`src/acmp_pkg.sv`:
```
// package of offsets, field positions and reset values for the comparator control block
// assumes a 32-bit avalon-mm word bus, one register per aligned word
package acmp_pkg;
    // printed offsets 0x03 and 0x08 are indices; byte address is four times the index
    localparam logic [7:0] IDX_CONV_B    = 8'h03;
    localparam logic [7:0] IDX_CMP_CS    = 8'h08;
    localparam logic [7:0] IDX_DIG_DIS   = 8'h09;
    localparam logic [7:0] IDX_CONV_A    = 8'h0A;
    localparam logic [7:0] IDX_CONV_MUX  = 8'h0B;
    localparam logic [7:0] IDX_IRQ_STAT  = 8'h0C;
    localparam logic [7:0] IDX_IRQ_MASK  = 8'h0D;
    localparam logic [7:0] IDX_CPU_STAT  = 8'h0E;
    // control_b field layout
    localparam int         CB_MUX_EN     = 6;
    localparam logic [7:0] CB_WR_MASK    = 8'hD7;
    localparam logic [7:0] CB_RESET      = 8'h00;
    // control/status field layout
    localparam int         CS_DISABLE    = 7;
    localparam int         CS_BANDGAP    = 6;
    localparam int         CS_RESULT     = 5;
    localparam int         CS_FLAG       = 4;
    localparam int         CS_IRQ_EN     = 3;
    localparam int         CS_CAPTURE    = 2;
    localparam int         CS_MODE_HI    = 1;
    localparam int         CS_MODE_LO    = 0;
    localparam logic [7:0] CS_WR_MASK    = 8'hCF;
    localparam logic [7:0] CS_RESET      = 8'h00;
    localparam int         CONV_A_EN     = 7;
    localparam int         CPU_GIE       = 7;
    localparam logic [7:0] REG_RESET     = 8'h00;
    localparam logic [1:0] MODE_TOGGLE   = 2'h0;
    localparam logic [1:0] MODE_FALL     = 2'h2;
    localparam logic [1:0] MODE_RISE     = 2'h3;
    // wrapper status bits: 0 comparator event, 1 result change
    localparam int         ST_EVENT      = 0;
    localparam int         ST_CHANGE     = 1;
endpackage

```
`src/acmp_ctrl.sv`:
```
// comparator control: input select, result sync, event detect, interrupt, capture route
// assumes analog compare is modelled by the pos/neg voltage codes on input ports
//
// The Avalon-MM interface to the registers was chosen for this implementation.
`timescale 1ns/1ps
// What this block does
// - result is high when selected positive input exceeds selected negative input
// - mux enabled and converter off: channel select picks channel pin 0 to 7
// - mux disabled or converter on: dedicated negative pin is used
// - bandgap select substitutes fixed reference for positive pin
// - raw compare output is synchronised, delay one to two clocks
// - event flag set when synced change matches selected event mode
// - mode 00 toggle, 01 reserved, 10 falling, 11 rising
// - comparator_irq requested only if flag, interrupt enable and global enable set
// - flag cleared on vector acknowledge or by writing one
// - disable bit powers comparator down, writable at any time
// - capture enable routes result to timer capture input, else none
// - input disable bits kill pin buffers, pin reads zero
// - control_b resets to zero, bits 5 and 3 read-only
// - converter enable bit gates multiplexer use
module acmp_ctrl
    import acmp_pkg::*;
(
    input  wire logic        clk,
    input  wire logic        rst,
    input  wire logic [5:0]  avs_address,
    input  wire logic        avs_read,
    input  wire logic        avs_write,
    input  wire logic [31:0] avs_writedata,
    input  wire logic [3:0]  avs_byteenable,
    output logic      [31:0] avs_readdata,
    output logic             avs_waitrequest,
    input  wire logic [9:0]  positive_input_pin,
    input  wire logic [9:0]  negative_input_pin,
    input  wire logic [79:0] analog_channel_pins,
    input  wire logic [9:0]  bandgap_level,
    input  wire logic [1:0]  pin_digital_in,
    input  wire logic        vector_ack,
    output logic      [1:0]  pin_digital_read,
    output logic             comparator_power_on,
    output logic      [1:0]  pin_buffer_enable,
    output logic             capture_trigger,
    output logic             comparator_irq,
    output logic             irq
);
    typedef struct packed {
        logic [7:0] conv_b;
        logic [7:0] cs;
        logic [7:0] dig_dis;
        logic [7:0] conv_a;
        logic [7:0] conv_mux;
        logic [7:0] cpu_stat;
        logic [1:0] irq_stat;
        logic [1:0] irq_mask;
        logic       raw_s1;
        logic       raw_s2;
        logic       res_prev;
        logic [1:0] pin_s1;
        logic [1:0] pin_s2;
        logic       ack_done;
        logic [31:0] rdata;
    } state_t;

    state_t s_r;
    state_t s_nxt;

    function automatic logic [7:0] merge(input logic [7:0] old, input logic [7:0] wd,
                                         input logic [7:0] msk);
        merge = (old & ~msk) | (wd & msk);
    endfunction

    ////////////////////////////////////////////////////////////////////////////
    logic [9:0] neg_level;
    logic [9:0] pos_level;
    logic       raw_cmp;
    logic       result;
    logic       rise;
    logic       fall;
    logic       event_hit;
    logic       wr_en;
    logic [7:0] wd;
    logic [7:0] idx;

    always_comb begin
        // converter on blocks the mux path since its multiplexer is busy
        if (s_r.conv_b[CB_MUX_EN] && !s_r.conv_a[CONV_A_EN]) begin
            neg_level = analog_channel_pins[s_r.conv_mux[2:0]*10 +: 10];
        end else begin
            neg_level = negative_input_pin;
        end
    end

    assign pos_level = s_r.cs[CS_BANDGAP] ? bandgap_level : positive_input_pin;
    // powered-down comparator reads low
    assign raw_cmp   = !s_r.cs[CS_DISABLE] && (pos_level > neg_level);
    assign result    = s_r.raw_s2;
    assign rise      = result && !s_r.res_prev;
    assign fall      = !result && s_r.res_prev;

    always_comb begin
        unique case (s_r.cs[1:0])
            MODE_TOGGLE: event_hit = rise || fall;
            MODE_FALL:   event_hit = fall;
            MODE_RISE:   event_hit = rise;
            default:     event_hit = 1'b0;
        endcase
    end

    assign idx   = {2'h0, avs_address};
    assign wr_en = avs_write && avs_byteenable[0];
    assign wd    = avs_writedata[7:0];

    ////////////////////////////////////////////////////////////////////////////
    always_comb begin
        s_nxt          = s_r;
        s_nxt.raw_s1   = raw_cmp;
        s_nxt.raw_s2   = s_r.raw_s1;
        s_nxt.res_prev = result;
        s_nxt.pin_s1   = pin_digital_in;
        s_nxt.pin_s2   = s_r.pin_s1;
        s_nxt.ack_done = 1'b0;
        if (wr_en) begin
            unique case (idx)
                IDX_CONV_B:   s_nxt.conv_b   = merge(s_r.conv_b, wd, CB_WR_MASK);
                IDX_CMP_CS: begin
                    s_nxt.cs = merge(s_r.cs, wd, CS_WR_MASK);
                    if (wd[CS_FLAG]) begin
                        s_nxt.cs[CS_FLAG] = 1'b0;
                    end
                end
                IDX_DIG_DIS:  s_nxt.dig_dis  = wd;
                IDX_CONV_A:   s_nxt.conv_a   = wd;
                IDX_CONV_MUX: s_nxt.conv_mux = wd;
                IDX_CPU_STAT: s_nxt.cpu_stat = wd;
                IDX_IRQ_STAT: s_nxt.irq_stat = s_r.irq_stat & ~wd[1:0];
                IDX_IRQ_MASK: s_nxt.irq_mask = wd[1:0];
                default:      ;
            endcase
        end
        if (vector_ack) begin
            s_nxt.cs[CS_FLAG] = 1'b0;
        end
        // set wins over any clear in the same cycle
        if (event_hit) begin
            s_nxt.cs[CS_FLAG]     = 1'b1;
            s_nxt.irq_stat[ST_EVENT] = 1'b1;
        end
        if (rise || fall) begin
            s_nxt.irq_stat[ST_CHANGE] = 1'b1;
        end
        s_nxt.rdata = 32'h0;
        if (avs_read) begin
            unique case (idx)
                IDX_CONV_B:   s_nxt.rdata[7:0] = s_r.conv_b;
                IDX_CMP_CS: begin
                    s_nxt.rdata[7:0]         = s_r.cs;
                    s_nxt.rdata[CS_RESULT]   = result;
                end
                IDX_DIG_DIS:  s_nxt.rdata[7:0] = s_r.dig_dis;
                IDX_CONV_A:   s_nxt.rdata[7:0] = s_r.conv_a;
                IDX_CONV_MUX: s_nxt.rdata[7:0] = s_r.conv_mux;
                IDX_CPU_STAT: s_nxt.rdata[7:0] = s_r.cpu_stat;
                IDX_IRQ_STAT: s_nxt.rdata[1:0] = s_r.irq_stat;
                IDX_IRQ_MASK: s_nxt.rdata[1:0] = s_r.irq_mask;
                default:      s_nxt.rdata = 32'h0;
            endcase
        end
    end

    always_ff @(posedge clk) begin
        if (rst) begin
            s_r <= '0;
        end else begin
            s_r <= s_nxt;
        end
    end

    ////////////////////////////////////////////////////////////////////////////
    // one-cycle read latency: readdata registered, so wait one cycle on reads
    logic rd_pend_r;
    always_ff @(posedge clk) begin
        if (rst) begin
            rd_pend_r <= 1'b0;
        end else begin
            rd_pend_r <= avs_read && !rd_pend_r;
        end
    end
    assign avs_waitrequest = avs_read && !rd_pend_r;
    assign avs_readdata    = s_r.rdata;

    assign comparator_power_on = !s_r.cs[CS_DISABLE];
    assign capture_trigger     = s_r.cs[CS_CAPTURE] && result;
    assign comparator_irq      = s_r.cs[CS_FLAG] && s_r.cs[CS_IRQ_EN]
                                 && s_r.cpu_stat[CPU_GIE];
    assign irq                 = |(s_r.irq_stat & s_r.irq_mask);
    assign pin_buffer_enable   = ~s_r.dig_dis[1:0];
    assign pin_digital_read    = s_r.pin_s2 & ~s_r.dig_dis[1:0];

    ////////////////////////////////////////////////////////////////////////////
    a_irq_gate: assert property (@(posedge clk) disable iff (rst)
        comparator_irq |-> s_r.cs[CS_FLAG] && s_r.cs[CS_IRQ_EN] && s_r.cpu_stat[CPU_GIE])
        else $error("irq without flag and enables");
    a_sync_delay: assert property (@(posedge clk) disable iff (rst)
        $changed(s_r.raw_s1) |=> result == $past(s_r.raw_s1))
        else $error("result not two flops after compare");
    a_rise_flag: assert property (@(posedge clk) disable iff (rst)
        (s_r.cs[1:0] == MODE_RISE && rise) |=> s_r.cs[CS_FLAG])
        else $error("rising event lost");
    a_fall_only: assert property (@(posedge clk) disable iff (rst)
        (s_r.cs[1:0] == MODE_FALL && rise && !s_r.cs[CS_FLAG] && !fall) |=> !s_r.cs[CS_FLAG])
        else $error("falling mode flagged on rise");
    a_ack_clear: assert property (@(posedge clk) disable iff (rst)
        (vector_ack && !event_hit) |=> !s_r.cs[CS_FLAG])
        else $error("flag survived vector");
    a_neg_mux: assert property (@(posedge clk) disable iff (rst)
        !s_r.conv_b[CB_MUX_EN] |-> neg_level == negative_input_pin)
        else $error("negative pin not selected");
    a_capture_off: assert property (@(posedge clk) disable iff (rst)
        !s_r.cs[CS_CAPTURE] |-> !capture_trigger)
        else $error("capture route without enable");
    a_pin_zero: assert property (@(posedge clk) disable iff (rst)
        s_r.dig_dis[0] |-> !pin_digital_read[0])
        else $error("disabled pin reads one");
    a_ro_bits: assert property (@(posedge clk) disable iff (rst)
        !s_r.conv_b[5] && !s_r.conv_b[3])
        else $error("read-only bits set");
    a_power_off: assert property (@(posedge clk) disable iff (rst)
        s_r.cs[CS_DISABLE] |-> !raw_cmp)
        else $error("disabled comparator drives high");
endmodule // acmp_ctrl

```
`config.mk`:
```
export PLATFORM = sky130hd
export DESIGN_NAME = acmp_ctrl
export DESIGN_NICKNAME = d
export VERILOG_FILES = /design/src/acmp_pkg.sv /design/src/acmp_ctrl.sv
export SDC_FILE = /design/constraint.sdc
export NUM_CORES = 1
export LEC_CHECK = 0
export BUFFER_PORTS_ARGS = -buffer_cell sky130_fd_sc_hd__buf_2
export CAP_MARGIN = 20
export CORE_ASPECT_RATIO = 0.5
export CORE_MARGIN = 1.5
export CORE_UTILIZATION = 43
export DETAILED_ROUTE_END_ITERATION = 10
export PLACE_DENSITY_LB_ADDON = 0.2
export SYNTH_ARGS = -nofsm -noshare
export SYNTH_HDL_FRONTEND = slang
export SYNTH_SLANG_ARGS = --single-unit
```
`constraint.sdc`:
```
create_clock -name clk -period 3.62 [get_ports clk]
set_input_delay 0.362 -clock clk [delete_from_list [all_inputs] [get_ports clk]]
set_output_delay 0.362 -clock clk [all_outputs]
set_load 0.05 [all_outputs]
```
==> results of run 1 <==
[how the worst max path moves through the flow]
| stage | to | cells after the start |
|---|---|---|
| after global routing | s_nxt[38] | 9 |
| after CTS | s_nxt[38] | 8 |
| final | s_nxt[38] | 8 |
| after detailed placement | s_nxt[38] | 8 |
| after floorplan | s_nxt[38] | 9 |
| after global placement | s_nxt[38] | 8 |
[cell usage after synthesis, types with 2 or more instances]
library cell	number
nor2_1	58
or4_1	2
buf_1	4
nor2b_1	11
a221oi_1	2
nand2_1	19
ha_1	12
a21oi_1	10
nor3_1	5
mux2_2	9
a22oi_1	2
buf_4	33
clkbuf_1	15
dfxtp_1	65
mux2i_1	60
nand2b_1	2
inv_1	11
nor3_4	2
buf_2	3
a222oi_1	4
nand4_1	2
o21ai_0	16
mux4_2	28
[power by group]
part / switching [mW] / internal, mW
combinational: 0.146 / 0.102
sequential: 0.00469 / 0.725
clock: 0.284 / 0.602
[metrics by stage]
step	instance area (µm²)	worst slack (ps)
global placement	4641	902.6
finish	4956	866.7
CTS	4956	861.3
floorplan	4058	1029
global route	4956	616.8
detailed placement	4641	854.4
[area by class of cell]
| class | instances | area, µm² | share of cell area, % |
|---|---|---|---|
| Multi-Input combinational cell | 284 | 2381 | 48.04 |
| Sequential cell | 65 | 1301 | 26.26 |
| Timing Repair Buffer | 152 | 770.7 | 15.55 |
| Clock buffer | 13 | 280.3 | 5.655 |
| Tap cell | 117 | 146.4 | 2.954 |
| Inverter | 11 | 41.29 | 0.8331 |
| Clock inverter | 2 | 35.03 | 0.7069 |
[sequential cells by signal (all words and copies together) (netlist names)]
signal and cells:
avs_readdata 8, rd_pend_r 1, result 1, s_r 52, s_nxt 3
[cells by family (layout without fill, tap and decap cells)]
family	count (synthesis)	after routing	share of synthesized area, %
and+or+nand+nor	111	111	13.93
DFF	65	65	32.77
other	1	24	0.09443
adders and majority gates	12	12	3.781
buffers and inverters	66	178	9.452
AOI/OAI and AO/OA	40	40	6.428
muxes	97	97	33.55
[layer usage]
layer	track usage (%)	vias up
met2	38.67	128
met3	7.718	5
met4	3.588	0
li1	-	1625
met1	24.63	1596
met5	0	-
==> flow_metrics.py, run 1 <==
metrics = {
    "timing": {
        "hold_viol_final": 0,
        "fin_skew_ps": 4.294,
        "max_freq_mhz": 363.2,
        "period_share_pct": 76.06,
        "setup_viol": 0,
        "slew_headroom_pct": 35.24,
        "fin_setup_tns_ps": 0,
        "maxSlewViolCount": 0,
        "period_minus_slack_ps": 2753,
        "worst_pin_slew_ps": 963.4,
        "grt_setup_unrepaired": "no",
        "hold_ws_ps": 252.5,
    },
    "worst_hold_path": {
        "holdPathStages": 2,
        "holdCritPathClass": "input pin to register",
        "min_to": "s_nxt[33]",
        "hold_start": "pin_digital_in[0]",
    },
    "drt": {
        "routed.top_layer": "met4",
        "first_pass_iters": 4,
        "wl_mm": 10.17,
        "vias": 3354,
        "wl_per_cell_um": 15.79,
        "met3_length_um": 929,
        "wl_met1_mm": 4.033,
        "vias_per_cell": 5.208,
        "ant_nets": 0,
        "wl_met2_mm": 5.155,
        "drc": 0,
        "detail_route.iter0.violations": 172,
    },
    "cts": {
        "clock_sinks": 65,
        "cts_max_path_buffers": 2,
        "cts_resized": 0,
        "cts_hold_buf": 0,
        "clk_pin_slew_worst_paths_ps": 50,
        "h-tree-depth": 3,
        "cts_root_buffer": "clkbuf_16",
        "clkLatencyLatePin_ps": 320,
        "cts_buffers": 9,
        "cts_setup_buffers": 0,
        "cts_tree": "done",
    },
    "placement": {
        "portBuffers": 148,
        "dp_hpwl_mm": 7.883,
        "place_congestion": 0.8342,
        "dp_cells": 629,
    },
    "setup_path": {
        "cp_slowest_cell": "dfxtp_1",
        "critical_path_buf_inv_count": 0,
        "cpPeakStageDelay_ps": 950,
        "timing.rr.start": "s_r[54]",
        "crit_family": "flip-flops",
        "startpoint": "s_r[54]",
        "cp.arrival_ps": 2960,
        "r2r_slack_ps": 870,
        "rr_worst_depth": 8,
        "path_cells": "mux4_2 -> mux2i_1 -> nand2_1 -> o21ai_0 -> ha_1 -> a41oi_1 -> a21oi_1 -> o31a_1",
        "critPathMaxFanout": 22,
        "criticalPathCategory": "register to register",
        "required_ps": 3830,
        "worstSetupEndpointType": "register",
        "worstSetupStartpointType": "register",
        "r2r_end": "s_nxt[38]",
    },
    "synth": {
        "yosys.area.top_type": "dfxtp_1",
        "ys_ff_latch": 65,
        "synth_edf_count": 0,
        "synthDistinctLibCells": 40,
        "async_flop_share_pct": 0,
        "syn-cell-area_um2": 3971,
        "synth_top_area_share_pct": 32.77,
        "synth_area_leaders": "dfxtp_1, mux4_2, mux2i_1, buf_4, nor2_1",
        "syn_inst": 392,
        "syn_avg_cell_area_um2": 10.13,
        "synth_flop_cell": "dfxtp_1",
        "yosysWarnings": 0,
        "ys_seq_area_share_pct": 32.77,
    },
    "power_and_ir_drop": {
        "power_leakage_nw": 2.072,
        "power_density_nw_per_um2": 376.2,
        "peakVddDrop_v": 0.0002511,
        "power_mw": 1.865,
    },
    "global_routing": {
        "grt_pass1_wl_mm": 16.35,
        "track_usage_pct": 21.23,
        "grt_pass1_vias": 3309,
        "antenna_found_initial": 0,
        "overflow": 0,
        "grt_max_degree": 59,
    },
    "final_layout": {
        "post-route-util_pct": 56.14,
        "final_common_cell": "buf_2",
        "fin_cells": 644,
        "nets": 694,
        "nFillCells": 802,
        "antenna_cells": 0,
        "final_cell_mix": "buf_2, dfxtp_1, mux2i_1",
        "area_delta_synth_final_pct": 24.80,
        "drive_gt1_share_pct": 40.04,
    },
    "floorplanning": {
        "fp.dieArea_um2": 9856,
        "initial_core_util_pct": 44.98,
        "io_pins": 200,
        "die_x_um": 138.9,
        "coreArea_um2": 8828,
        "die_y_um": 70.96,
        "num_rows": 24,
    },
    "status": {
        "outcome": "finished clean",
    },
    "run": {
        "max_cap_viol_count": 0,
    },
}
(Power assumes the default switching activity.)
==> run 2, diff against run 1 <==
Clock period 3.62 ns to 2.8 ns, I/O delays scaled along.
==> run 2 against run 1 <==
  * Worst setup slack worse by 540 ps
  * Combinational power increased by 30%
  * Critical path depth is 1 higher
  * Fmax is 12% higher
  * Worst hold slack worse by 89 ps
  * Count of clock-buffer cells in the layout fell by 2
  * Wire length shrank 0.12%
  * First-iteration DRC count is 15% lower
  * Design area increased by 1.1%
  * Global-route usage shrank 0.19 points
  * Clock power increased by 24%
  * Sequential cell count stayed put
  * Critical path type unchanged
==> flow_metrics.py, run 2 (same netlist as run 1, synthesis figures left out) <==
metrics = {
    "final_layout": {
        "top_register": "s_r",
        "final_common_cell": "buf_2",
        "area_delta_synth_final_pct": 26.12,
        "regArea_um2": 1301,
        "antenna_cells": 0,
        "final_cell_mix": "buf_2, dfxtp_1, mux2i_1",
        "nets": 700,
        "nFillCells": 816,
        "multi_input_area_um2": 2381,
        "drive_gt1_share_pct": 40.64,
        "largest_reg_flops": 52,
        "fin_cells": 651,
    },
    "timing": {
        "setup_viol": 0,
        "max_freq_mhz": 405.0,
        "slew_headroom_pct": 54.50,
        "grt_setup_unrepaired": "no",
        "maxSlewViolCount": 0,
        "worst_pin_slew_ps": 680.3,
        "hold_ws_ps": 163.4,
        "hold_viol_final": 0,
        "period_minus_slack_ps": 2469,
        "fin_skew_ps": 3.417,
        "period_share_pct": 88.17,
        "fin_setup_tns_ps": 0,
    },
    "setup_path": {
        "cp.arrival_ps": 2740,
        "r2r_slack_ps": 330,
        "criticalPathCategory": "register to register",
        "critPathMaxFanout": 8,
        "worstSetupEndpointType": "register",
        "required_ps": 3070,
        "worstSetupStartpointType": "register",
    },
    "global_routing": {
        "antenna_found_initial": 0,
        "grt_pass1_wl_mm": 16.11,
        "grt_max_degree": 58,
        "track_usage_pct": 21.04,
        "overflow": 0,
        "grt_pass1_vias": 3222,
    },
    "drt": {
        "wl_per_cell_um": 15.60,
        "vias": 3348,
        "first_pass_iters": 4,
        "wl_mm": 10.16,
        "drc": 0,
        "detail_route.iter0.violations": 146,
        "ant_nets": 0,
        "vias_per_cell": 5.143,
    },
    "floorplanning": {
        "initial_core_util_pct": 44.98,
        "coreArea_um2": 8828,
        "num_rows": 24,
        "die_y_um": 70.96,
        "io_pins": 200,
        "die_x_um": 138.9,
        "fp.dieArea_um2": 9856,
    },
    "power_and_ir_drop": {
        "power_density_nw_per_um2": 473.2,
        "peakVddDrop_v": 0.0002929,
        "power_leakage_nw": 2.094,
        "power_frac_seq_pct": 39.8,
        "p_sw_share_pct": 24.95,
        "p_comb_share_pct": 13.6,
        "switchingPower_mw": 0.5912,
        "p_clk_share_pct": 46.6,
        "p_int_mw": 1.779,
    },
    "cts": {
        "clock_sinks": 65,
        "cts_buffers": 9,
        "cts_resized": 0,
        "cts_setup_buffers": 0,
        "clkLatencyLatePin_ps": 330,
        "cts_tree": "done",
        "clk_pin_slew_worst_paths_ps": 50,
        "cts_hold_buf": 0,
        "h-tree-depth": 3,
        "cts_root_buffer": "clkbuf_16",
        "cts_max_path_buffers": 2,
    },
    "placement": {
        "dp_hpwl_mm": 7.811,
        "dp_cells": 635,
        "place_congestion": 0.8146,
        "portBuffers": 148,
    },
    "run": {
        "max_cap_viol_count": 0,
    },
    "worst_hold_path": {
        "holdCritPathClass": "input pin to register",
    },
    "status": {
        "outcome": "finished clean",
    },
}
run 2: cell types whose count changed in the layout (fill, tap and decap cells not counted):
| cell | before | now |
|---|---|---|
| clkinv_2 | 1 | 2 |
| buf_12 | 0 | 2 |
| clkbuf_8 | 4 | 1 |
| buf_4 | 4 | 8 |
| clkbuf_1 | 0 | 1 |
| clkinvlp_4 | 0 | 2 |
run 2: path summary, 6_finish.rpt:
path / cells after the start / startpoint / end
setup / recovery: 9 / s_r[53] / s_nxt[38]
hold / removal: 2 / pin_digital_in[1] / s_nxt[34]
setup reg to reg: 9 / s_r[53] / s_nxt[38]
hold reg to reg: 1 / s_nxt[33] / s_r[33]
run 2: through the flow:
| step | instance area (µm²) | total power, mW | util [%] | setup slack, ps |
|---|---|---|---|---|
| 2_1_floorplan | 4058 | 1.187 | - | 208.6 |
| 3_3_place_gp | 4711 | 1.281 | 53.36 | 327.8 |
| 3_5_place_dp | 4711 | 1.286 | 53.36 | 301.8 |
| 4_1_cts | 5009 | 2.393 | 56.73 | 286.8 |
| 5_1_grt | 5009 | 2.460 | 56.73 | 79.15 |
| 6_report | 5009 | 2.370 | 56.73 | 331.1 |
run 2: routing by layer:
layer,GRT usage (%),up-vias,part of all wire (%)
met5,0,-,0
met3,7.177,9,8.2
li1,-,1626,-
met4,4.282,0,0.90
met1,25.86,1581,42
met2,36.47,132,49
run 2: final cells by class:
class | instances | share of cell area, %
clock buffers | 11 | 4.846
clock inverters | 5 | 1.099
inverters | 11 | 0.8244
multi-input cells | 284 | 47.54
flip-flops and latches | 65 | 25.98
well taps | 117 | 2.923
repair buffers | 158 | 16.79
run 2: critical path, stage by stage (launching register included):
cell and delay (ps):
dfxtp_1 590, mux4_2 550, mux2i_1 180, nand2_1 70
o21ai_0 80, ha_1 280, nand4_1 150, nor2_1 70
a311oi_1 260, o31a_1 170
run 2: power by group through the flow:
| stage | clock network, mW | logic (mW) | registers (mW) |
|---|---|---|---|
| detailed placement | 0 | 0.324 | 0.962 |
| CTS | 1.13 | 0.325 | 0.942 |
| floorplan | 0 | 0.227 | 0.960 |
| global placement | 0 | 0.319 | 0.962 |
| global route | 1.17 | 0.351 | 0.943 |
| finish | 1.10 | 0.323 | 0.943 |
